File: src/adc_range_cfg.svh
// constants for the converter channel, range and dac alarm-clear configuration block
// assumes a 16-bit register port with byte-wide addresses on the device clock
//
// Overview of operation
// both pair single-ended bits set: convert both channels single-ended, ignore pair bit
// channel 0 minus 1 differential only when both single-ended clear and pair bit set
// one single-ended bit of a pair: convert that channel only, skip partner
// channel 2 minus 3 differential only when both single-ended clear and pair bit set
// all three bits of a pair clear: nothing of that pair is converted
// low select bits 8 to 0 enable channels 4 to 12 independently
// high select register 51h bits 14:12 enable channels 13-15; others read zero
// convert order: low register bit 14 down to 0, then high bits 14 to 12
// single-ended results go to own result register, unsigned straight binary
// range bit 15 doubles channel 0 and pair 0/1 span; reset FFFFh at 52h
// range bit 13 doubles channel 2 and pair 2/3 span
// range bits 14, 12, 11:0 double span of channels 1, 3, 4 to 15
// clear-source register 53h, reset 0004h, acts in auto and manual dac modes
// dac forced clear when source bit, its auto-clear enable and alarm flag all set
// source bit zero: flag still raised, but no dac forced clear
// clear-source bit 15 ignores writes and reads zero
// auto-clear enables at 54h bits 14:3, one per dac
// channel 0 flag set while channel 0 or pair 0/1 is out of window
// differential results go to lower channel register in two's complement
// select and range changes take effect from the next conversion sequence
`ifndef ADC_RANGE_CFG_SVH
`define ADC_RANGE_CFG_SVH

// register addresses
`define CHAN_SEL_LO_ADDR   8'h50
`define CHAN_SEL_HI_ADDR   8'h51
`define RANGE_SEL_ADDR     8'h52
`define CLR_SOURCE_ADDR    8'h53
`define AUTO_CLR_EN_ADDR   8'h54

// reset values
`define CHAN_SEL_LO_RST    16'h0000
`define CHAN_SEL_HI_RST    16'h0000
`define RANGE_SEL_RST      16'hFFFF
`define CLR_SOURCE_RST     16'h0004
`define AUTO_CLR_EN_RST    16'h0000

// writable bits; everything else reads zero
`define CHAN_SEL_LO_MASK   16'h7FFF
`define CHAN_SEL_HI_MASK   16'h7000
`define RANGE_SEL_MASK     16'hFFFF
`define CLR_SOURCE_MASK    16'h7FFC
`define AUTO_CLR_EN_MASK   16'h7FF8

// field positions
`define SEL_SE0_BIT        14
`define SEL_SE1_BIT        13
`define SEL_DF01_BIT       12
`define SEL_SE2_BIT        11
`define SEL_SE3_BIT        10
`define SEL_DF23_BIT       9
`define CLR_THERM_BIT      2
`define DAC_EN_LSB         3
`define DAC_COUNT          12

// conversion slots in sequence order
`define SLOT_COUNT         18
`define SLOT_DF01          5'h02
`define SLOT_DF23          5'h05

`endif

File: src/adc_range_pkg.sv
// types shared by the channel configuration block and its helpers
// assumes adc_range_cfg.svh holds the numeric constants
package adc_range_pkg;

  // one register access from the serial host interface
  typedef struct packed {
    logic        wrEn;    // write strobe, one cycle
    logic        rdEn;    // read strobe, one cycle
    logic [7:0]  addr;    // register address
    logic [15:0] wrData;  // write data
  } reg_req_t;

  // conversion request handed to the converter
  typedef struct packed {
    logic       active;       // a slot is being converted
    logic [3:0] channel;      // channel and result register index
    logic       diff;         // differential pair conversion
    logic       rangeDouble;  // span of twice the reference
    logic       signedResult; // two's complement result
  } conv_slot_t;

  typedef enum logic {seqIdle, seqConvert} seq_state_t;

endpackage : adc_range_pkg

File: src/adc_range_ctrl.sv
// channel select, conversion sequencing, input range and dac alarm-clear logic
// assumes register strobes and alarm conditions come from logic on clk;
// the converter answers each slot with a one-cycle convDone
`timescale 1ns/1ps
`include "adc_range_cfg.svh"
module adc_range_ctrl (
  input  wire logic                     clk,            // 40 MHz device clock
  input  wire logic                     reset_n,        // async reset, active low
  input  wire adc_range_pkg::reg_req_t  regReq,         // register access
  output logic [15:0]                   regRdData,      // read data, cycle after rdEn
  input  wire logic                     seqStart,       // start a conversion sequence
  input  wire logic                     convDone,       // current slot finished
  output adc_range_pkg::conv_slot_t     convSlot,       // slot being converted
  output logic                          seqDone,        // sequence finished pulse
  input  wire logic [14:2]              alarmCond,      // out-of-window conditions
  output logic [14:2]                   alarmFlag,      // registered alarm flags
  output logic [11:0]                   dacForceClear   // per-dac forced clear
);

  logic [15:0]               chanSelLo_r;
  logic [15:0]               chanSelHi_r;
  logic [15:0]               rangeSel_r;
  logic [15:0]               clrSource_r;
  logic [15:0]               autoClrEn_r;
  logic [15:0]               regRdData_r;
  logic [15:0]               regRdData_nxt;
  adc_range_pkg::seq_state_t state_r;
  logic [17:0]               maskSnap_r;
  logic [15:0]               rangeSnap_r;
  logic [4:0]                slotIdx_r;
  adc_range_pkg::conv_slot_t convSlot_r;
  adc_range_pkg::conv_slot_t convSlot_nxt;
  logic                      seqDone_r;
  logic [14:2]               alarmFlag_r;
  logic [11:0]               dacForceClear_r;
  logic [11:0]               dacForceClear_nxt;

  // address decode
  wire hitLo    = regReq.addr == `CHAN_SEL_LO_ADDR;
  wire hitHi    = regReq.addr == `CHAN_SEL_HI_ADDR;
  wire hitRange = regReq.addr == `RANGE_SEL_ADDR;
  wire hitSrc   = regReq.addr == `CLR_SOURCE_ADDR;
  wire hitEn    = regReq.addr == `AUTO_CLR_EN_ADDR;

  // register writes; masks keep reserved bits at zero
  always_ff @(posedge clk or negedge reset_n) begin
    if (!reset_n) begin
      chanSelLo_r <= `CHAN_SEL_LO_RST;
      chanSelHi_r <= `CHAN_SEL_HI_RST;
      rangeSel_r  <= `RANGE_SEL_RST;
      clrSource_r <= `CLR_SOURCE_RST;
      autoClrEn_r <= `AUTO_CLR_EN_RST;
    end else if (regReq.wrEn) begin
      if (hitLo)    chanSelLo_r <= regReq.wrData & `CHAN_SEL_LO_MASK;
      if (hitHi)    chanSelHi_r <= regReq.wrData & `CHAN_SEL_HI_MASK;
      if (hitRange) rangeSel_r  <= regReq.wrData & `RANGE_SEL_MASK;
      if (hitSrc)   clrSource_r <= regReq.wrData & `CLR_SOURCE_MASK;
      if (hitEn)    autoClrEn_r <= regReq.wrData & `AUTO_CLR_EN_MASK;
    end
  end

  // read mux; unmapped addresses answer zero
  assign regRdData_nxt = hitLo    ? chanSelLo_r :
                         hitHi    ? chanSelHi_r :
                         hitRange ? rangeSel_r  :
                         hitSrc   ? clrSource_r :
                         hitEn    ? autoClrEn_r : 16'h0000;

  always_ff @(posedge clk or negedge reset_n) begin
    if (!reset_n) regRdData_r <= 16'h0000;
    else if (regReq.rdEn) regRdData_r <= regRdData_nxt;
  end

  // pair decode for channels 0/1 and 2/3
  logic en0, en1, enDf01, en2, en3, enDf23;

  pair_decode u_pair01 (
    .seA    (chanSelLo_r[`SEL_SE0_BIT]),
    .seB    (chanSelLo_r[`SEL_SE1_BIT]),
    .dfSel  (chanSelLo_r[`SEL_DF01_BIT]),
    .enA    (en0),
    .enB    (en1),
    .enDiff (enDf01)
  );

  pair_decode u_pair23 (
    .seA    (chanSelLo_r[`SEL_SE2_BIT]),
    .seB    (chanSelLo_r[`SEL_SE3_BIT]),
    .dfSel  (chanSelLo_r[`SEL_DF23_BIT]),
    .enA    (en2),
    .enB    (en3),
    .enDiff (enDf23)
  );

  // slots in sequence order: low register bit 14 first, high register last
  wire [8:0]  seLoRev = {<<{chanSelLo_r[8:0]}};
  wire [2:0]  seHiRev = {<<{chanSelHi_r[14:12]}};
  wire [17:0] slotMaskLive = {seHiRev, seLoRev, enDf23, en3, en2, enDf01, en1, en0};

  // slot index to channel: differential slots report the lower channel
  function automatic logic [3:0] slotChannel(input logic [4:0] s);
    logic [4:0] c;
    c = 5'h00;
    if (s == `SLOT_DF01)      c = 5'h00;
    else if (s == `SLOT_DF23) c = 5'h02;
    else if (s < `SLOT_DF01)  c = s;
    else if (s < `SLOT_DF23)  c = s - 5'h01;
    else                      c = s - 5'h02;
    return c[3:0];
  endfunction : slotChannel

  // picker looks at the live mask when starting, the snapshot when advancing
  wire        idle      = state_r == adc_range_pkg::seqIdle;
  wire [17:0] pickMask  = idle ? slotMaskLive : maskSnap_r;
  wire [4:0]  pickFrom  = idle ? 5'h00 : slotIdx_r + 5'h01;
  wire [15:0] pickRange = idle ? rangeSel_r : rangeSnap_r;
  wire        pickFound;
  wire [4:0]  pickIdx;

  slot_picker u_picker (
    .mask    (pickMask),
    .fromIdx (pickFrom),
    .found   (pickFound),
    .pickIdx (pickIdx)
  );

  wire [3:0] pickChan = slotChannel(pickIdx);
  wire       pickDiff = (pickIdx == `SLOT_DF01) || (pickIdx == `SLOT_DF23);
  wire       startNow = idle && seqStart;
  wire       stepNow  = !idle && convDone;

  // range bit 15 is channel 0 down to bit 0 for channel 15
  always_comb begin
    convSlot_nxt              = convSlot_r;
    convSlot_nxt.active       = pickFound;
    convSlot_nxt.channel      = pickChan;
    convSlot_nxt.diff         = pickDiff;
    convSlot_nxt.rangeDouble  = pickRange[4'hF - pickChan];    // see R10 see R11
    convSlot_nxt.signedResult = pickDiff;                      // see R09
  end

  // sequencer; select and range are frozen for the whole sequence
  always_ff @(posedge clk or negedge reset_n) begin
    if (!reset_n) begin
      state_r     <= adc_range_pkg::seqIdle;
      maskSnap_r  <= 18'h00000;
      rangeSnap_r <= `RANGE_SEL_RST;
      slotIdx_r   <= 5'h00;
      convSlot_r  <= '0;
      seqDone_r   <= 1'b0;
    end else begin
      seqDone_r <= (startNow || stepNow) && !pickFound;
      if (startNow) begin
        maskSnap_r  <= slotMaskLive;
        rangeSnap_r <= rangeSel_r;
      end
      if (startNow || stepNow) begin
        state_r    <= pickFound ? adc_range_pkg::seqConvert : adc_range_pkg::seqIdle;
        slotIdx_r  <= pickFound ? pickIdx : 5'h00;
        convSlot_r <= pickFound ? convSlot_nxt : '0;
      end
    end
  end

  // dac clear: any enabled source with its flag set hits dacs whose enable is set;
  // the thermal source ignores the per-dac enables and clears every dac
  wire [14:3] srcHit   = clrSource_r[14:3] & alarmFlag_r[14:3];    // see R14
  wire        anyHit   = |srcHit;
  wire        thermHit = clrSource_r[`CLR_THERM_BIT] & alarmFlag_r[`CLR_THERM_BIT];
  assign dacForceClear_nxt = ({`DAC_COUNT{anyHit}} & autoClrEn_r[14:`DAC_EN_LSB])
                           | {`DAC_COUNT{thermHit}};               // see R14

  // flags follow the condition with no dependency on the clear source; no dac mode
  // input exists, so the clear applies whatever mode the dacs run in
  always_ff @(posedge clk or negedge reset_n) begin
    if (!reset_n) begin
      alarmFlag_r     <= '0;
      dacForceClear_r <= 12'h000;
    end else begin
      alarmFlag_r     <= alarmCond;                                // see R18
      dacForceClear_r <= dacForceClear_nxt;
    end
  end

  assign regRdData     = regRdData_r;
  assign convSlot      = convSlot_r;
  assign seqDone       = seqDone_r;
  assign alarmFlag     = alarmFlag_r;
  assign dacForceClear = dacForceClear_r;
endmodule : adc_range_ctrl

File: src/pair_decode.sv
// single-ended versus differential decode for one channel pair
// assumes the three select bits come straight from a register
`timescale 1ns/1ps
module pair_decode (
  input  wire logic seA,     // single-ended select, lower channel
  input  wire logic seB,     // single-ended select, upper channel
  input  wire logic dfSel,   // differential pair select
  output logic      enA,     // convert lower channel single-ended
  output logic      enB,     // convert upper channel single-ended
  output logic      enDiff   // convert the difference
);

  // any single-ended bit wins, so the pair bit only counts when both are clear
  assign enA    = seA;                    // see R01
  assign enB    = seB;                    // see R01
  assign enDiff = dfSel & ~seA & ~seB;    // see R02 see R04

endmodule : pair_decode

File: src/slot_picker.sv
// finds the first enabled conversion slot at or after a start index
// assumes mask bit 0 is the first slot of the sequence
`timescale 1ns/1ps
module slot_picker (
  input  wire logic [17:0] mask,     // enabled slots
  input  wire logic [4:0]  fromIdx,  // first slot to consider
  output logic             found,    // an enabled slot exists
  output logic [4:0]       pickIdx   // lowest enabled slot at or after fromIdx
);

  // scan from the top so the lowest qualifying slot is left standing
  always_comb begin
    found   = 1'b0;
    pickIdx = 5'h00;
    for (int i = 17; i >= 0; i--) begin
      if (mask[i] && (5'(i) >= fromIdx)) begin
        found   = 1'b1;
        pickIdx = 5'(i);
      end
    end
  end

endmodule : slot_picker
File: config.mk
export PLATFORM = sky130hd
export DESIGN_NAME = adc_range_ctrl
export DESIGN_NICKNAME = d
export VERILOG_FILES = /design/src/adc_range_pkg.sv /design/src/adc_range_ctrl.sv /design/src/pair_decode.sv /design/src/slot_picker.sv
export VERILOG_INCLUDE_DIRS = /design/src
export SDC_FILE = /design/constraint.sdc
export NUM_CORES = 1
export LEC_CHECK = 0
export BUFFER_PORTS_ARGS = -buffer_cell sky130_fd_sc_hd__buf_2
export CORE_MARGIN = 2
export CORE_UTILIZATION = 55
export CTS_CLUSTER_DIAMETER = 40
export DETAILED_ROUTE_END_ITERATION = 8
export PLACE_DENSITY_LB_ADDON = 0.3
export SKIP_LAST_GASP = 1
export SYNTH_ARGS = -nofsm -noshare
export SYNTH_HDL_FRONTEND = slang
export SYNTH_SLANG_ARGS = --single-unit
File: constraint.sdc
create_clock -name clk -period 11.9 [get_ports clk]
set_input_delay 3.57 -clock clk [delete_from_list [all_inputs] [get_ports clk]]
set_output_delay 3.57 -clock clk [all_outputs]
set_load 0.02 [all_outputs]
* Word-level counts from Yosys, hierarchy flattened *
Index checks and enable logic that the tools add are counted.

word-level totals
  register bits = 149
  bits of input ports = 43
  output and inout bits = 50
  logic and storage cells = 146

cells by class
  add/subtract/negate cells = 4
  order comparisons = 21
  equal/unequal tests = 7
  multiplexer cells = 53
  bitwise operators = 13
  reductions and logical operators = 30

operators by type and width
  operator             number
  $mux 5               20
  $mux 16              4
  $eq 8x7->1 const B   5
  $ge 4x5->1 const A   8
  $mux 15              2
  $and 12x12->12       2
  $logic_and 1x1->1    21
  $ge 3x5->1 const A   4
  $mux 1               20
  $mux 18              1
  $mux 4               4
  $or 12x12->12        1
  $reduce_or 12->1     1
  $ge 1x5->1 const A   2
  $ge 2x5->1 const A   2
  $ge 5x5->1 const A   2
  $reduce_and 2->1     5
  $mux 8               1
  $add 5x1->5 const B  1
  $and 1x1->1          5
  $eq 5x2->1 const B   1
  $eq 5x3->1 const B   1
  $lt 4x5->1 const B   1
  $lt 5x2->1 const B   1
  other kinds (8)      13

* Logic depth before layout (Yosys ltp) *
Gate-level depths: netlist (run 1).

  depth after elaboration = 32
  gate-level depth with buffers = 19

* Modules after synthesis *
Synthesis (run 1) repeated with hierarchy kept, for this count alone.

unflattened totals
  cells, all modules = 621
  area total of the unflattened synthesis = 7329.5 um^2

modules (own cells, without submodules)
  module          instances  cells an instance  area each (um^2)  sequential area each (um^2)
  adc_range_ctrl  1          525                6677.7            3719.8
  slot_picker     1          90                 596.8             0.0
  pair_decode     2          3                  27.5              0.0

* Worst setup path after synthesis (run 1) *
Ideal clock, no wire load.

  path kind = input to register
  from = input regReq[19] (netlist bit)
  to = register clrSource_r[10]
  arrival time = 5.865 ns
  data required time = 11.775 ns
  path slack = 5.910 ns
  stages = 9
  buffers on the path = 3
  cells stage by stage = nor4b_1 nand2_1 or2_2 clkbuf_1 nor2_1 and3_1 clkbuf_1 buf_1 mux2_2

between the ends
  cells in the longest elaborated chain, start to end = 2

RTL lines
  element                            RTL line              source
  from (decl)                        adc_range_ctrl.sv:9   input wire adc_range_pkg::reg_req_t regReq,
  $eq 8x7->1 (no source line)        -
  $reduce_and 2->1 (no source line)  -
  to (signal assigned)               adc_range_ctrl.sv:51  clrSource_r <= `CLR_SOURCE_RST;
  to (signal assigned)               adc_range_ctrl.sv:57  if (hitSrc) clrSource_r <= regReq.wrData & `CLR_SOURCE_MASK;
  to (decl)                          adc_range_ctrl.sv:23  logic [15:0] clrSource_r;

No other way between the ends.
A chain may end at the register's enable or synchronous reset.

* Worst setup path in the final report (run 1) *
  from = register slotIdx_r[0]
  to = register convSlot_r (netlist bit convSlot[1])

between the ends
  cells in the longest elaborated chain, start to end = 31
  elaborated cells on any way between the ends = 88
  classes of those cells = 4 x add/sub; 20 x order compare; 2 x eq/ne; 44 x mux; 18 x reduce/logical

RTL lines
  element                              RTL line               source
  from (decl)                          adc_range_ctrl.sv:30   logic [4:0] slotIdx_r;
  from (signal assigned)               adc_range_ctrl.sv:159  slotIdx_r <= pickFound ? pickIdx : 5'h00;
  $add 5x1->5 (*)                      adc_range_ctrl.sv:115  wire [4:0] pickFrom = idle ? 5'h00 : slotIdx_r + 5'h01;
  $mux 5 (*)                           adc_range_ctrl.sv:115
  $ge 5x5->1                           slot_picker.sv:16      if (mask[i] && (5'(i) >= fromIdx)) begin
  $logic_and 1x1->1                    slot_picker.sv:16
  $mux 5 (18 in a row)                 slot_picker.sv:16
  $sub 4x2->4 (tied with other cells)  adc_range_ctrl.sv:108  else c = s - 5'h02;
  $mux 4                               adc_range_ctrl.sv:107  else if (s < `SLOT_DF23) c = s - 5'h01;
  $mux 4                               adc_range_ctrl.sv:106  else if (s < `SLOT_DF01) c = s;
  $mux 4                               adc_range_ctrl.sv:105  else if (s == `SLOT_DF23) c = 5'h02;
  $mux 4                               adc_range_ctrl.sv:104  if (s == `SLOT_DF01) c = 5'h00;
  $sub 4x4->4                          adc_range_ctrl.sv:138  convSlot_nxt.rangeDouble = pickRange[4'hF - pickChan];
  $bmux 1 s4                           adc_range_ctrl.sv:138
  $mux 1 (implied by the code)         adc_range_ctrl.sv:138
  $mux 8 (*)                           adc_range_ctrl.sv:160  convSlot_r <= pickFound ? convSlot_nxt : '0;
  to (signal assigned)                 adc_range_ctrl.sv:160
  to (decl)                            adc_range_ctrl.sv:31   adc_range_pkg::conv_slot_t convSlot_r;

Every way passes the cells marked *; elsewhere a longest branch is shown, timed or not. The select of a mux whose other input is x is not followed.

==> results of run 1 <==
==> registers in the layout (all words and copies together) (netlist names) <==
signal         count
regRdData         16
rangeSel_r        16
slotIdx_r          5
seqDone            1
state_r            1
convSlot           6
chanSelHi_r        3
chanSelLo_r       15
maskSnap_r        18
autoClrEn_r       12
rangeSnap_r       16
clrSource_r       13
dacForceClear     12
alarmFlag         13
==> cells in the final DEF (no fill, tap or decap), types with 23 or more instances in the layout <==
master    netlist  final
dfrtp_1       114    114
mux2_2         98     98
buf_2           5     91
nand2_1        46     46
nor2_1         34     34
dfstp_2        33     33
a21oi_1        30     30
o21ai_0        27     27
nand2b_1       23     23
==> cell families after synthesis <==
family,after synthesis,share of synthesized area (%)
fa+ha+maj,8,1.31
compound gates,172,16.4
flops,147,49.3
mux,116,18.8
buf+inv,49,3.07
simple gates,158,10.5
xor+xnor,5,0.680
==> final timing paths <==
kind	from	end	slack [ps]	depth (start not counted)
setup / recovery	slotIdx_r[0]	convSlot[1]	6140	17
setup reg to reg	slotIdx_r[0]	convSlot[1]	6140	17
min in group asynchronous	reset_n	maskSnap_r[12]	3190	1
hold reg to reg	convSlot[4]	convSlot[4]	480	2
max in group asynchronous	reset_n	autoClrEn_r[11]	7480	2
hold / removal	convSlot[4]	convSlot[4]	480	2
==> critical path, delay by kind of cell, from the launching register on <==
kind	cells	cell delay, ps
buffers and inverters	1	90
adders and majority gates	2	690
muxes	3	1390
DFF	1	700
AOI/OAI and AO/OA	9	2150
and+or+nand+nor	2	620
==> metal layers <==
metal / up-vias / routed length, microns / track usage, %
met4: 0 / 452 / 10.6
li1: 2607 / - / -
met3: 38 / 829 / 5.45
met5: - / 0 / 0
met1: 2810 / 8060 / 35.5
met2: 165 / 9340 / 44.9
==> metrics by stage <==
stage | power, uW | hold WS, ps | instances | util [%] | setup slack (ps)
2_1_floorplan | 1320 | 449 | 655 | - | 5910
3_3_place_gp | 1500 | 463 | 894 | 60.7 | 5780
3_5_place_dp | 1520 | 475 | 894 | 60.7 | 5720
4_1_cts | 2100 | 489 | 925 | 65.4 | 6140
5_1_grt | 2220 | 520 | 925 | 65.4 | 5810
6_report | 2100 | 478 | 925 | 65.4 | 6140
==> power by group through the flow <==
| stage | Clock, uW | Combinational (uW) | Sequential [uW] |
|---|---|---|---|
| floorplan | 0 | 702 | 617 |
| global placement | 0 | 882 | 617 |
| detailed placement | 0 | 898 | 620 |
| CTS | 577 | 908 | 612 |
| global route | 600 | 996 | 621 |
| finish | 575 | 910 | 613 |
==> synth_stat cells (all sizes together), types with 9 or more instances <==
master / n
dfstp: 33
buf: 16
a21oi: 30
nand3: 9
o21ai: 31
a31oi: 13
o31ai: 13
nor2: 35
nor3: 9
a22o: 13
clkbuf: 19
mux2: 100
inv: 14
nand2b: 23
dfrtp: 114
a21o: 17
nand2: 46
==> final cells by class <==
cell class / instances / area (sq um) / share of cell area, %
sequential: 147 / 3720 / 42.6
clock inverter: 14 / 203 / 2.32
inverter: 14 / 52.6 / 0.602
timing repair buffer: 98 / 512 / 5.86
multi-input combinational: 459 / 3600 / 41.2
tap: 176 / 220 / 2.52
clock buffer: 17 / 425 / 4.87
==> impl_metrics.py, run 1 <==
metrics = {
    "timing": {
        "layout_min_cycle_time_ps": 5760,
        "finalSetupViolations": 0,
        "hold_viol": 0,
        "rsz0062_at_grt": "false",
        "fin_crit_sh_pct": 48.4,
        "maxSlewViolCount": 0,
        "fmax_ghz": 0.174,
        "slew_headroom_pct": 37.4,
        "tns_ps": 0,
        "clock_skew_ps": 5.70,
        "worst_pin_slew_ps": 933,
    },
    "logic_synthesis": {
        "synth_nets": 705,
        "ys_types": 77,
        "synth_warnings": 0,
        "ys_ff_latch": 147,
        "synth.avg_cell_area_sq_um": 11.5,
        "syn_area_sq_mm": 0.00755,
        "netlist_instances": 655,
        "ys_seq_area_share_pct": 49.3,
        "ys.flop_type": "dfrtp_1",
        "synth-edff-count": 0,
        "synth_top_cells_by_area": "dfrtp_1, mux2_2, dfstp_2",
        "synth_area_leader_cell": "dfrtp_1",
        "synthArstFlopShare_pct": 100,
        "synth_top_area_share_pct": 37.8,
    },
    "cts": {
        "post_cts_buffers": 0,
        "clockBufferDepth": 2,
        "holdBufCountCts": 0,
        "htreeDepth": 4,
        "cts.sinks": 147,
        "clock_latency_ps": 430,
        "cts_resized": 0,
        "clkTransAtPathRegs_ps": 60,
        "cts-root-buf": "clkbuf_16",
        "cts_buffers": 17,
        "tritoncts": "built",
    },
    "setup_path": {
        "cpMaxStageDelayCell": "mux4_1",
        "crit_chain": "ha_1, and3_2, mux2_4, a211oi_1, a21boi_1, a211o_1, o31a_1, or2_0, inv_1, ha_1, a22o_1, a41o_1, a211oi_4, mux4_1, mux2_2, o22ai_1, o21ai_1",
        "critPathCaptureType": "flop",
        "arrival_ps": 6080,
        "slowest_delay_ps": 710,
        "startpoint_type": "flop",
        "path_common_cell": "ha_1",
        "critPathKind": "flop to flop",
        "cp.required_ps": 12210,
        "crit_fanout": 16,
    },
    "cells_and_area": {
        "syn2layout_area_growth_pct": 15.6,
        "fin_nets": 787,
        "num_antenna_cells": 0,
        "final_cell_area_sq_mm": 0.00873,
        "layout-drive-gt1-share_pct": 37.2,
        "fill_cells": 1028,
    },
    "global_routing": {
        "grt_usage_pct": 27.2,
        "grt_pass1_vias": 5834,
        "gr-total-overflow": 0,
        "grt_first_pass_wirelength_microns": 30700,
        "grt_antenna_before_repair": 0,
        "grt_max_degree": 92,
    },
    "routing": {
        "routed_wl_microns": 18700,
        "vias_per_cell": 6.08,
        "dr.pass1.iters": 6,
        "wl_per_cell_microns": 20.2,
        "drtIter0Drc": 424,
        "antenna_left": 0,
        "drc": 0,
        "num_vias": 5620,
    },
    "pwr": {
        "power_density_mw_per_mm2": 240,
        "combPwrFrac_pct": 43.4,
        "power_frac_seq_pct": 29.2,
        "swShare_pct": 38.4,
        "p_int_uw": 1290,
        "ir_worst_vdd_uv": 126,
        "leakage_uw": 0.00416,
        "p_switching_uw": 806,
        "p_clk_share_pct": 27.4,
    },
    "die": {
        "core_area_sq_mm": 0.0133,
        "rows": 42,
        "die_w_microns": 121,
        "io-pin-count": 93,
        "chipHeight_microns": 121,
        "start_util_pct": 56.6,
        "die_area_sq_mm": 0.0147,
    },
    "placement": {
        "gp_congestion": 0.878,
        "post_dp_cell_area_sq_mm": 0.00810,
        "port_buffers": 92,
        "place_hpwl_microns": 13100,
    },
    "run_status": {
        "outcome": "complete, no violations",
    },
    "worst_hold_path": {
        "hold_path.class": "flop to flop",
    },
    "run": {
        "max_cap_viol_count": 0,
    },
}
(Power assumes the default switching activity.)
==> run 2: changes to the inputs <==
--- a/config.mk
+++ b/config.mk
@@ -8,7 +8,7 @@
 export LEC_CHECK = 0
 export BUFFER_PORTS_ARGS = -buffer_cell sky130_fd_sc_hd__buf_2
 export CORE_MARGIN = 2
-export CORE_UTILIZATION = 55
+export CORE_UTILIZATION = 53
 export CTS_CLUSTER_DIAMETER = 40
 export DETAILED_ROUTE_END_ITERATION = 8
 export PLACE_DENSITY_LB_ADDON = 0.3
==> constraint.sdc (replaced) <==
create_clock -name clk -period 4.67 [get_ports clk]
set_input_delay 1.401 -clock clk [delete_from_list [all_inputs] [get_ports clk]]
set_output_delay 1.401 -clock clk [all_outputs]
set_load 0.02 [all_outputs]
==> impl_metrics.py, run 2 (synthesized netlist as in run 1, its figures left out) <==
metrics = {
    "run_status": {
        "outcome": "complete, no violations",
    },
    "routing": {
        "drtIter0Drc": 386,
        "num_vias": 5937,
        "vias_per_cell": 6.11,
        "antenna_left": 0,
        "wl_per_cell_microns": 21.8,
        "drc": 0,
        "routed_wl_microns": 21100,
        "dr.pass1.iters": 5,
    },
    "cells_and_area": {
        "fin_nets": 829,
        "largest-register": "maskSnap_r",
        "largest_reg_flops": 18,
        "final_common_cell": "dfrtp_1",
        "fin_util_pct": 65.9,
        "num_antenna_cells": 0,
        "layout-drive-gt1-share_pct": 42.4,
        "final_cell_mix": "dfrtp_1, mux2_2, buf_2",
        "final_cell_area_sq_mm": 0.00915,
        "fill_cells": 1073,
        "syn2layout_area_growth_pct": 21.2,
    },
    "placement": {
        "place_hpwl_microns": 15300,
        "port_buffers": 92,
        "post_dp_cell_area_sq_mm": 0.00840,
        "gp_congestion": 0.958,
    },
    "die": {
        "die_area_sq_mm": 0.0152,
        "io-pin-count": 93,
        "start_util_pct": 54.4,
        "die_w_microns": 123,
        "chipHeight_microns": 123,
        "core_area_sq_mm": 0.0139,
        "rows": 43,
    },
    "global_routing": {
        "grt_usage_pct": 29.1,
        "grt_first_pass_wirelength_microns": 33200,
        "grt_pass1_vias": 6010,
        "grt_antenna_before_repair": 0,
        "grt_max_degree": 102,
        "gr-total-overflow": 0,
    },
    "run": {
        "max_cap_viol_count": 0,
    },
    "cts": {
        "clock_latency_ps": 430,
        "cts-root-buf": "clkbuf_16",
        "htreeDepth": 4,
        "cts.sinks": 147,
        "clkTransAtPathRegs_ps": 60,
        "tritoncts": "built",
        "cts_buffers": 17,
        "holdBufCountCts": 0,
        "clockBufferDepth": 2,
    },
    "setup_path": {
        "r2r_start": "slotIdx_r[1]",
        "critPathKind": "flop to flop",
        "path_common_cell": "ha_2",
        "slowest_delay_ps": 530,
        "reg2reg_to": "convSlot[1]",
        "r2r_setup_slack_ps": 140,
        "startpoint_type": "flop",
        "crit_fanout": 4,
        "critPathCaptureType": "flop",
        "crit_path_start": "slotIdx_r[1]",
        "cp.required_ps": 4980,
        "r2r_cells": 18,
        "crit_chain": "ha_2, buf_4, nand4b_1, o31ai_2, a211oi_2, a21boi_1, a211o_1, o31a_1, or2_4, ha_2, a22o_1, a41o_1, a211oi_4, buf_6, mux4_1, mux2_2, o22ai_2, o21ai_1",
        "cpMaxStageDelayCell": "mux4_1",
        "critical_path.endpoint": "convSlot[1]",
        "arrival_ps": 4840,
    },
    "timing": {
        "layout_min_cycle_time_ps": 4530,
        "fin_crit_sh_pct": 97.0,
        "hold_viol": 0,
        "maxSlewViolCount": 0,
        "fmax_ghz": 0.221,
        "slew_headroom_pct": 38.6,
        "clock_skew_ps": 7.11,
        "timing.hold.ws_ps": 490,
        "finalSetupViolations": 0,
        "worst_pin_slew_ps": 922,
    },
    "pwr": {
        "ir_worst_vdd_uv": 325,
        "leakage_uw": 0.00437,
        "total_power_uw": 5930,
        "power_density_mw_per_mm2": 648,
    },
    "worst_hold_path": {
        "hold_depth": 2,
        "hold_path.class": "flop to flop",
    },
}
run 2: routing by layer:
| layer | routed length, microns | share of wire, % | global-route usage [%] | up-vias |
|---|---|---|---|---|
| met5 | 0 | 0 | 0 | - |
| li1 | - | - | - | 2688 |
| met1 | 9120 | 43 | 38.7 | 3003 |
| met2 | 10400 | 49 | 47.3 | 205 |
| met4 | 567 | 2.7 | 10.6 | 0 |
| met3 | 1040 | 4.9 | 6.09 | 41 |
run 2: worst min path at each step:
| stage | slack, ps | start | to |
|---|---|---|---|
| 6_report | 490 | convSlot[5] | convSlot[5] |
| 5_1_grt | 520 | maskSnap_r[5] | maskSnap_r[5] |
| 4_1_cts | 500 | convSlot[5] | convSlot[5] |
| 3_5_place_dp | 480 | convSlot[5] | convSlot[5] |
| 3_3_place_gp | 460 | convSlot[5] | convSlot[5] |
| 2_1_floorplan | 450 | maskSnap_r[5] | maskSnap_r[5] |
run 2: where the power goes:
| part | internal (uW) | total (uW) | switching, uW |
|---|---|---|---|
| clock network | 900 | 1470 | 570 |
| registers | 1430 | 1570 | 143 |
| logic | 1390 | 2890 | 1500 |
run 2: critical path: cells and delay by family, from the launching register on:
family,cells,cell delay (ps)
AOI/OAI and AO/OA,10,1990
adders and majority gates,2,390
buffers and inverters,2,310
DFF,1,390
muxes,2,820
and+or+nand+nor,2,510
run 2: per-stage QoR:
stage	TNS, ps	instances	setup slack (ps)
2_1_floorplan	0	655	77.2
3_3_place_gp	0	934	80.4
3_5_place_dp	0	934	45.7
4_1_cts	0	968	29.9
5_1_grt	-27.7	972	-27.7
6_report	0	972	140
run 2: repair_timing:
action                                  4_1_cts  5_1_grt
resized for setup                             0       21
setup buffers                                 2        4
pin swaps                                     1        7
endpoints found under the setup margin        1        1
run 2: cell type report:
type                    count  area [sq um]  area share [%]
flip-flops and latches    147          3720            40.7
well taps                 180           225            2.46
clock buffers              21           472            5.15
repair buffers            140           860            9.39
clock inverters            11           164            1.79
inverters                  14          52.6           0.574
multi-input cells         459          3660            40.0
